`src/rtl/gpio_pin_pkg.sv`:
```
// Constants and carrier types for the IO pin function block
package gpio_pin_pkg;
  localparam logic [10:0] CFG_BYTE_ADDR = 11'h439;
  localparam int IN_MODE_LSB = 0;
  localparam int DRV_MODE_LSB = 4;
  localparam int SRC_SEL_LSB = 6;
  localparam logic [7:0] CFG_RESET = 8'h30;
  localparam int BLINK_HIGH_TICKS = 32;
  localparam int BLINK_LOW_TICKS = 992;
  localparam int BLINK_PERIOD_TICKS = BLINK_HIGH_TICKS + BLINK_LOW_TICKS;
  localparam int BLINK_CNT_W = 10;

  typedef enum logic [1:0] {
    IN_PULL_DOWN = 2'h0,
    IN_PULL_LOG = 2'h1,
    IN_START_EDGE = 2'h2,
    IN_LOG_EDGE = 2'h3
  } input_pin_mode_t;

  typedef enum logic [1:0] {
    DRV_PUSH_PULL = 2'h0,
    DRV_PULL_UP = 2'h1,
    DRV_PULL_DOWN = 2'h2,
    DRV_HIGH_Z = 2'h3
  } output_drive_mode_t;

  typedef enum logic [1:0] {
    SRC_COMPARATOR = 2'h0,
    SRC_CMD_BUSY = 2'h1,
    SRC_FIELD = 2'h2,
    SRC_STATUS_OR = 2'h3
  } output_source_select_t;

  typedef enum logic [1:0] {
    ST_IDLE,
    ST_WAITING,
    ST_ACTIVE
  } log_state_t;

  // Status inputs ORed onto the output pin
  typedef struct packed {
    logic memory_full_flag;
    logic converter_error_flag;
    logic low_battery_flag;
    logic limit_exceeded_flag;
  } status_flags_t;

  // Memory map write port
  typedef struct packed {
    logic we;
    logic [10:0] addr;
    logic [7:0] wdata;
  } cfg_write_t;

  typedef struct packed {
    logic [7:0] cfg;
    logic din_s1;
    logic din_s2;
    logic din_prev;
    log_state_t state;
    logic waiting;
    logic active;
    logic [BLINK_CNT_W-1:0] blink_cnt;
    logic start_pulse;
    logic log_pulse;
    logic in_pull_up;
    logic in_pull_down;
    logic dout_o;
    logic dout_oe;
    logic dout_pull_up;
    logic dout_pull_down;
    logic [7:0] rdata;
  } pin_state_t;
endpackage

```
`src/rtl/tag_gpio_pin_function.sv`:
```
// Function logic of the serial input and output pins when used as general purpose IO
`timescale 1ns/1ps

// Summary of operation
// - Chip-enable low and no serial lock: serial pins act as general purpose IO.
// - Input pin mode is bits 1..0 of the configuration byte at 0x439.
// - Input mode 00: plain input with pull-down enabled.
// - Input mode 01: pull-up on only while a logging event runs.
// - Input mode 10: pull-up in waiting; falling edge moves waiting to active.
// - Mode 10 with timed start: delay expiry or falling edge, first wins.
// - Input mode 11: pull-up while active; each falling edge starts one logging event.
// - Chip-enable high: output pin carries serial data, GPIO setup ignored.
// - Drive mode and source apply only with chip-enable low and application mode.
// - Output drive mode is bits 5..4 of the configuration byte.
// - Drive: 00 push-pull, 01 pull-up, 10 pull-down, 11 high-Z default.
// - Pull-down drive mode outputs the inverse of the selected source.
// - Output source select is bits 7..6 of the configuration byte.
// - Source 00: copy of the external interrupt comparator.
// - Source 01: high while a recognised ISO 15693 command is processed.
// - Source 10: high while a reader field is detected.
// - Source 11: OR of memory full, converter error, low battery, limit exceeded.
module tag_gpio_pin_function #(
  // Blink pattern lengths in slow oscillator counts
  parameter int BLINK_HIGH_COUNT = gpio_pin_pkg::BLINK_HIGH_TICKS,
  parameter int BLINK_LOW_COUNT = gpio_pin_pkg::BLINK_LOW_TICKS
) (
  // Clock and reset
  input wire logic ref_clk_i,
  input wire logic rst_n_i,
  // Memory map access to the configuration byte
  input wire gpio_pin_pkg::cfg_write_t cfg_wr_i,
  input wire logic [10:0] cfg_rd_addr_i,
  output logic [7:0] cfg_rdata_o,
  // Serial port and mode
  input wire logic chip_enable_i,
  input wire logic serial_lock_i,
  input wire logic app_mode_i,
  input wire logic serial_dout_i,
  // Logging state control
  input wire logic timed_start_flag_i,
  input wire logic start_delay_done_i,
  input wire logic log_busy_i,
  input wire logic arm_i,
  input wire logic stop_i,
  // Output sources
  input wire logic comparator_i,
  input wire logic cmd_busy_i,
  input wire logic field_i,
  input wire gpio_pin_pkg::status_flags_t status_i,
  input wire logic blink_enable_flag_i,
  input wire logic slow_oscillator_tick_i,
  // Input pin
  input wire logic din_i,
  output logic din_pull_up_o,
  output logic din_pull_down_o,
  output logic start_pulse_o,
  output logic log_event_o,
  output logic waiting_o,
  output logic active_o,
  // Output pin
  output logic dout_o,
  output logic dout_oe_o,
  output logic dout_pull_up_o,
  output logic dout_pull_down_o
);
  import gpio_pin_pkg::*;

  localparam int BLINK_PERIOD = BLINK_HIGH_COUNT + BLINK_LOW_COUNT;

  // The blink counter has a fixed width, so the whole pattern must fit in it
  if (BLINK_HIGH_COUNT < 1 || BLINK_LOW_COUNT < 1 ||
      BLINK_PERIOD > (1 << BLINK_CNT_W)) begin : gen_bad_blink
    $error("blink pattern does not fit the blink counter");
  end

  pin_state_t s_r;
  pin_state_t s_nxt;

  logic gpio_mode;
  logic fall;
  logic src_level;
  logic blink_gate;
  input_pin_mode_t in_mode;
  output_drive_mode_t drv_mode;
  output_source_select_t src_sel;

  always_comb begin
    gpio_mode = !chip_enable_i && !serial_lock_i;
    in_mode = input_pin_mode_t'(s_r.cfg[IN_MODE_LSB +: 2]);
    drv_mode = output_drive_mode_t'(s_r.cfg[DRV_MODE_LSB +: 2]);
    src_sel = output_source_select_t'(s_r.cfg[SRC_SEL_LSB +: 2]);
    fall = s_r.din_prev && !s_r.din_s2;
    blink_gate = !blink_enable_flag_i ||
      (s_r.blink_cnt < BLINK_CNT_W'(BLINK_HIGH_COUNT));
    case (src_sel)
      SRC_COMPARATOR: src_level = comparator_i;
      SRC_CMD_BUSY: src_level = cmd_busy_i;
      SRC_FIELD: src_level = field_i;
      default: src_level = (|status_i) && blink_gate;
    endcase

    s_nxt = s_r;
    s_nxt.start_pulse = 1'b0;
    s_nxt.log_pulse = 1'b0;
    if (cfg_wr_i.we && cfg_wr_i.addr == CFG_BYTE_ADDR) begin
      s_nxt.cfg = cfg_wr_i.wdata;
    end
    if (cfg_rd_addr_i == CFG_BYTE_ADDR) begin
      s_nxt.rdata = s_r.cfg;
    end else begin
      s_nxt.rdata = 8'h00;
    end
    s_nxt.din_s1 = din_i;
    s_nxt.din_s2 = s_r.din_s1;
    s_nxt.din_prev = s_r.din_s2;
    if (slow_oscillator_tick_i) begin
      if (s_r.blink_cnt == BLINK_CNT_W'(BLINK_PERIOD - 1)) begin
        s_nxt.blink_cnt = '0;
      end else begin
        s_nxt.blink_cnt = s_r.blink_cnt + 1'b1;
      end
    end
    case (s_r.state)
      ST_IDLE: begin
        if (arm_i) begin
          s_nxt.state = ST_WAITING;
        end
      end
      ST_WAITING: begin
        if (stop_i) begin
          s_nxt.state = ST_IDLE;
        end else if ((gpio_mode && in_mode == IN_START_EDGE && fall) ||
                     (timed_start_flag_i && start_delay_done_i)) begin
          s_nxt.state = ST_ACTIVE;
          s_nxt.start_pulse = 1'b1;
        end
      end
      ST_ACTIVE: begin
        if (stop_i) begin
          s_nxt.state = ST_IDLE;
        end else if (gpio_mode && in_mode == IN_LOG_EDGE && fall) begin
          s_nxt.log_pulse = 1'b1;
        end
      end
      default: s_nxt.state = ST_IDLE;
    endcase
    // State levels kept in flops so the outputs need no decoding
    s_nxt.waiting = (s_nxt.state == ST_WAITING);
    s_nxt.active = (s_nxt.state == ST_ACTIVE);
    s_nxt.in_pull_up = 1'b0;
    s_nxt.in_pull_down = 1'b0;
    if (gpio_mode) begin
      case (in_mode)
        IN_PULL_DOWN: s_nxt.in_pull_down = 1'b1;
        IN_PULL_LOG: s_nxt.in_pull_up = log_busy_i;
        IN_START_EDGE: s_nxt.in_pull_up = (s_r.state == ST_WAITING);
        default: s_nxt.in_pull_up = (s_r.state == ST_ACTIVE);
      endcase
    end
    s_nxt.dout_pull_up = 1'b0;
    s_nxt.dout_pull_down = 1'b0;
    if (chip_enable_i) begin
      s_nxt.dout_o = serial_dout_i;
      s_nxt.dout_oe = 1'b1;
    end else if (gpio_mode && app_mode_i) begin
      case (drv_mode)
        DRV_PUSH_PULL: begin
          s_nxt.dout_o = src_level;
          s_nxt.dout_oe = 1'b1;
        end
        DRV_PULL_UP: begin
          s_nxt.dout_o = src_level;
          s_nxt.dout_oe = 1'b0;
          s_nxt.dout_pull_up = 1'b1;
        end
        DRV_PULL_DOWN: begin
          s_nxt.dout_o = !src_level;
          s_nxt.dout_oe = 1'b0;
          s_nxt.dout_pull_down = 1'b1;
        end
        default: begin
          s_nxt.dout_o = 1'b0;
          s_nxt.dout_oe = 1'b0;
        end
      endcase
    end else begin
      s_nxt.dout_o = 1'b0;
      s_nxt.dout_oe = 1'b0;
    end
  end

  always_ff @(posedge ref_clk_i or negedge rst_n_i) begin
    if (!rst_n_i) begin
      s_r <= '0;
      s_r.cfg <= CFG_RESET;
      s_r.din_s1 <= 1'b1;
      s_r.din_s2 <= 1'b1;
      s_r.din_prev <= 1'b1;
      s_r.state <= ST_IDLE;
    end else begin
      s_r <= s_nxt;
    end
  end

  assign cfg_rdata_o = s_r.rdata;
  assign din_pull_up_o = s_r.in_pull_up;
  assign din_pull_down_o = s_r.in_pull_down;
  assign start_pulse_o = s_r.start_pulse;
  assign log_event_o = s_r.log_pulse;
  assign waiting_o = s_r.waiting;
  assign active_o = s_r.active;
  assign dout_o = s_r.dout_o;
  assign dout_oe_o = s_r.dout_oe;
  assign dout_pull_up_o = s_r.dout_pull_up;
  assign dout_pull_down_o = s_r.dout_pull_down;
endmodule

```
`config.mk`:
```
export PLATFORM = sky130hd
export DESIGN_NAME = tag_gpio_pin_function
export DESIGN_NICKNAME = d
export VERILOG_FILES = /design/src/rtl/gpio_pin_pkg.sv /design/src/rtl/tag_gpio_pin_function.sv
export SDC_FILE = /design/constraint.sdc
export NUM_CORES = 1
export LEC_CHECK = 0
export ABC_AREA = 1
export BUFFER_PORTS_ARGS = -buffer_cell sky130_fd_sc_hd__clkbuf_2
export CELL_PAD_IN_SITES_DETAIL_PLACEMENT = 1
export CELL_PAD_IN_SITES_GLOBAL_PLACEMENT = 1
export CORE_MARGIN = 8
export CORE_UTILIZATION = 32
export DETAILED_ROUTE_END_ITERATION = 10
export PLACE_DENSITY_LB_ADDON = 0.05
export SYNTH_ARGS = -nofsm -noshare
export SYNTH_HDL_FRONTEND = slang
export SYNTH_SLANG_ARGS = --single-unit
```
`constraint.sdc`:
```
create_clock -name ref_clk_i -period 1 [get_ports ref_clk_i]
set_input_delay 0.05 -clock ref_clk_i [delete_from_list [all_inputs] [get_ports ref_clk_i]]
set_output_delay 0.05 -clock ref_clk_i [all_outputs]
set_load 0.05 [all_outputs]
```
After elaboration in Yosys (flattened, before gate mapping)
Index checks and enable logic that the tools add are counted.
{ "totals": {"inputBits": 52, "ff_bits": 41, "word_cells": 79} }
{ "classes": {"reduce_logical": 22, "add_sub_neg": 1, "n_eq_ne": 14, "n_mux": 24, "n_lt_le_gt_ge": 1} }
{ "op_table": {"columns": ["op", "count"], "rows": [
  ["$eq 11x11->1 const B", 2],
  ["$mux 2", 9],
  ["$eq 2x2->1 const B", 6],
  ["$pmux 2 s3", 2],
  ["$add 10x1->10 const B", 1],
  ["$eq 10x10->1 const B", 1],
  ["$eq 2x1->1 const B", 5],
  ["$logic_and 1x1->1", 10],
  ["$lt 10x6->1 const B", 1],
  ["$mux 10", 1],
  ["$mux 1", 9],
  ["$logic_not 2->1", 4],
  ["$mux 8", 1],
  ["$pmux 1 s3", 2],
  ["$logic_not 1->1", 5],
  ["$reduce_or 4->1", 1],
  ["$logic_or 1x1->1", 2]
]} }

Depth between registers and ports, before layout
{ "depth": {"depth_word": 9, "mapped_depth": 8, "depth_no_buf": 8} }

Worst setup path before layout
No wires, ideal clock.
{ "synth_path": {"path_kind": "register to register", "from": "register s_r[16] (netlist bit)", "to": "register s_r[17] (netlist bit)", "t_arrival_ps": 1032, "t_required_ps": 883, "stages_incl_launch_ff": 8, "path_buffers": 0, "setup_slack_ps": -149, "cell_sequence": "dfrtp_1 > ha_1 > nand2_1 > nand3b_1 > nor2_1 > nand3_1 > nand3_1 > nand2_1"} }
{ "synth_between": {"elab_chain_len": 2} }
{ "synth_lines": {"columns": ["element", "line", "text"], "rows": [
  ["start: declaration", "tag_gpio_pin_function.sv:76", "pin_state_t s_r;"],
  ["start signal: assignment", "tag_gpio_pin_function.sv:201", "s_r <= s_nxt;"],
  ["$add 10x1->10 / $eq 10x10->1 (equally long branches)", "tag_gpio_pin_function.sv:120, tag_gpio_pin_function.sv:117", null],
  ["$mux 10 *", "tag_gpio_pin_function.sv:117", "if (s_r.blink_cnt == BLINK_CNT_W'(BLINK_PERIOD - 1)) begin"]
]} }
Every way passes the cells marked *; elsewhere a longest branch is shown, timed or not.
A chain may end at the register's enable or synchronous reset.

Worst setup path after layout
{ "layout_path": {"from": "register s_r[16] (netlist bit)", "to": "register s_r[25] (netlist bit)"} }
Same word-level chain as after synthesis.

==> impl_metrics.yaml <==
status:
  status: "finished, violations left"
  violations: "negative setup slack"
cells_and_area:
  antenna_cells: 0
  area_growth_pct: 50.4
  drive_above_1_share_pct: 49.5
  regArea_mm2: 0.00103
  final_nets: 367
  nFillCells: 692
  final_util_pct: 50.3
  multi_input_area_um2: 746
floorplan:
  core_area_mm2: 0.00557
  io_pins: 70
  chipHeight_um: 92.3
  rows: 27
  dieArea_mm2: 0.00852
  start_util_pct: 33.4
  die_x_um: 92.3
synthesis:
  mappedNetlistArea_mm2: 0.00186
  ys_seq_area_share_pct: 55.4
  syn_inst: 207
  syn_area_per_cell_um2: 9.00
  synthDistinctLibCells: 29
  ys_ff_latch: 41
  synth_warnings: 0
  syn-num-nets: 260
worst_setup_path:
  critPathKind: "reg2reg"
  required_ps: 1190
  endpoint_kind: "flip-flop"
  worstSetupStartpointType: "flip-flop"
  cp_max_fo: 4
  arrival_ps: 1410
power_and_ir_drop:
  p_int_uw: 2980
  p_seq_share_pct: 46.0
  p_sw_share_pct: 29.3
  peakVddDrop_v: 0.000725
  p_clk_share_pct: 28.4
  pwr_density_cell_mw_per_mm2: 1510
  p_comb_share_pct: 25.6
  switchingPower_uw: 1240
  leakage_uw: 0.00146
timing:
  clock-skew-final_ps: 5.83
  setup-tns-final_ps: -2480
  rsz0062_at_grt: "true"
  hold_viol: 0
  slew_violations: 0
  max-slew-margin-rel_pct: 81.0
  setup_ws_ps: -215
  fin_crit_sh_pct: 122
  min_period_ps: 1220
  max_freq_mhz: 823
  worstMarginPinSlew_ps: 286
  setup_viol: 17
cts:
  cts-root-buf: "clkbuf_8"
  cts_tree: "done"
  numCtsBuffers: 5
  htreeDepth: 2
  clk_path_buf_depth: 2
  clk_latency_ps: 290
  cts_sinks: 41
  clk_pin_slew_ps: 80
route:
  wl_per_cell_um: 12.7
  drt-total-wl_mm: 4.91
  drtIter0Drc: 46
  routed_via_density: 4.39
  postRouteAntennaNets: 0
  route.detailed.drc: 0
  vias: 1700
  first_pass_iters: 4
placed_design:
  hpwl_mm: 3.77
  io_buffers: 69
  gp_congestion: 0.765
global_route:
  globalRouteTotalUtil_pct: 12.3
  overflow: 0
  grt_pass1_vias: 1928
  grt_first_pass_wirelength_mm: 8.50
  antenna_found_initial: 0
  grt_max_degree: 42
worst_hold_path:
  min_path_type: "in2reg"
job:
  drv_cap: 0
==> registers in the layout, summed over array words and instances, names as in the netlist <==
signal	count
start_pulse_o	1
dout_pull_down_o	1
din_pull_up_o	1
cfg_rdata_o	8
waiting_o	1
active_o	1
dout_o	1
log_event_o	1
s_nxt	2
dout_oe_o	1
in_mode	2
din_pull_down_o	1
dout_pull_up_o	1
drv_mode	2
s_r	17
==> worst max-delay path: stages, from the launching register on <==
cell and delay, ps:
dfrtp_1 360, ha_2 190, nand2_2 60, nor2_2 170, nand3_2 150, and3_1 190
==> logic make-up after synthesis <==
logic type / synth area share (%)
xor gates and xnor gates: 1.41
DFF: 55.4
buffers and inverters: 10.9
AOI/OAI and AO/OA: 8.60
adders and majority gates: 0.671
and+or+nand+nor: 23.0
==> synthesized netlist by cell type, drive strengths merged <==
cell type / number / area [um2]
a21oi: 4 / 20.0
dfrtp: 36 / 901
nand3: 12 / 60.1
nor3b: 3 / 22.5
nor3: 2 / 10.0
o21ai: 15 / 105
nor2: 28 / 110
or2: 1 / 6.26
nor4b: 1 / 8.76
o22ai: 2 / 12.5
buf: 9 / 71.3
nor4: 2 / 12.5
a211oi: 2 / 15.0
ha: 1 / 12.5
xnor2: 2 / 17.5
inv: 35 / 131
xor2: 1 / 8.76
and3: 2 / 12.5
o31ai: 1 / 7.51
nand4: 4 / 31.3
nand2: 38 / 148
dfstp: 5 / 131
nand3b: 1 / 7.51
==> metal layers <==
layer	GRT usage, %	share of wire (%)	vias to the layer above
met5	0	0	-
met2	21.3	49	49
met1	13.4	42	787
met4	3.76	0.73	0
met3	5.17	7.5	5
li1	-	-	859
==> worst paths after layout <==
kind,from,endpoint,slack (ps),depth (start not counted)
min,chip_enable_i,dout_o$_DFF_PN0_,5,3
min in group asynchronous,rst_n_i,cfg_rdata_o[6]$_DFF_PN0_,260,3
max in group asynchronous,rst_n_i,s_r[30]$_DFF_PN1_,470,3
max,s_r[16]$_DFFE_PN0P_,s_r[25]$_DFFE_PN0P_,-220,5
max reg2reg,s_r[16]$_DFFE_PN0P_,s_r[25]$_DFFE_PN0P_,-220,5
min reg2reg,s_nxt[31]$_DFF_PN1_,s_nxt[30]$_DFF_PN1_,360,0
==> what timing repair did <==
item	CTS	global route
hold buffers	12	0
endpoints found under the hold margin	52	0
endpoints found under the setup margin	18	25
pin swaps	4	8
cloned	0	0
gates resized for setup	15	27
setup buffers	3	3
==> placed cells by master, fill, tap and decap left out, drive strengths merged, types with 4 or more instances in the layout <==
| cell type | Yosys | routed |
|---|---|---|
| a21oi | 4 | 4 |
| nand3 | 12 | 12 |
| clkbuf | 0 | 72 |
| nand4 | 4 | 4 |
| o21ai | 15 | 15 |
| nand2 | 38 | 38 |
| nor2 | 28 | 28 |
| dfrtp | 36 | 36 |
| dfstp | 5 | 5 |
| dlygate4sd3 | 0 | 11 |
| buf | 9 | 33 |
| inv | 35 | 35 |
==> through the flow <==
step           total power, uW  instance area (um2)  hold slack [ps]  cells  setup WS, ps
2_1_floorplan             2380                 1860             -246    207          -149
3_3_place_gp              2820                 2420             49.4    362          -238
3_5_place_dp              2830                 2420             47.7    362          -303
4_1_cts                   4200                 2710             15.9    385          -257
5_1_grt                   4470                 2800             15.2    387          -300
6_report                  4220                 2800             5.47    387          -215
==> power groups by stage <==
stage | registers, uW | clock network (uW) | logic, uW
floorplan | 2030 | 0 | 347
global placement | 1970 | 0 | 847
detailed placement | 1980 | 0 | 854
CTS | 1940 | 1240 | 1010
global route | 1970 | 1290 | 1200
finish | 1940 | 1200 | 1080
==> area by class of cell <==
cell class | instances | area share, %
timing repair buffer | 109 | 24.9
clock buffer | 7 | 3.44
inverter | 35 | 4.69
tap | 72 | 3.22
multi-input combinational | 122 | 26.6
sequential | 41 | 36.9
clock inverter | 1 | 0.179
No activity file was read; power rests on OpenSTA's default activity.
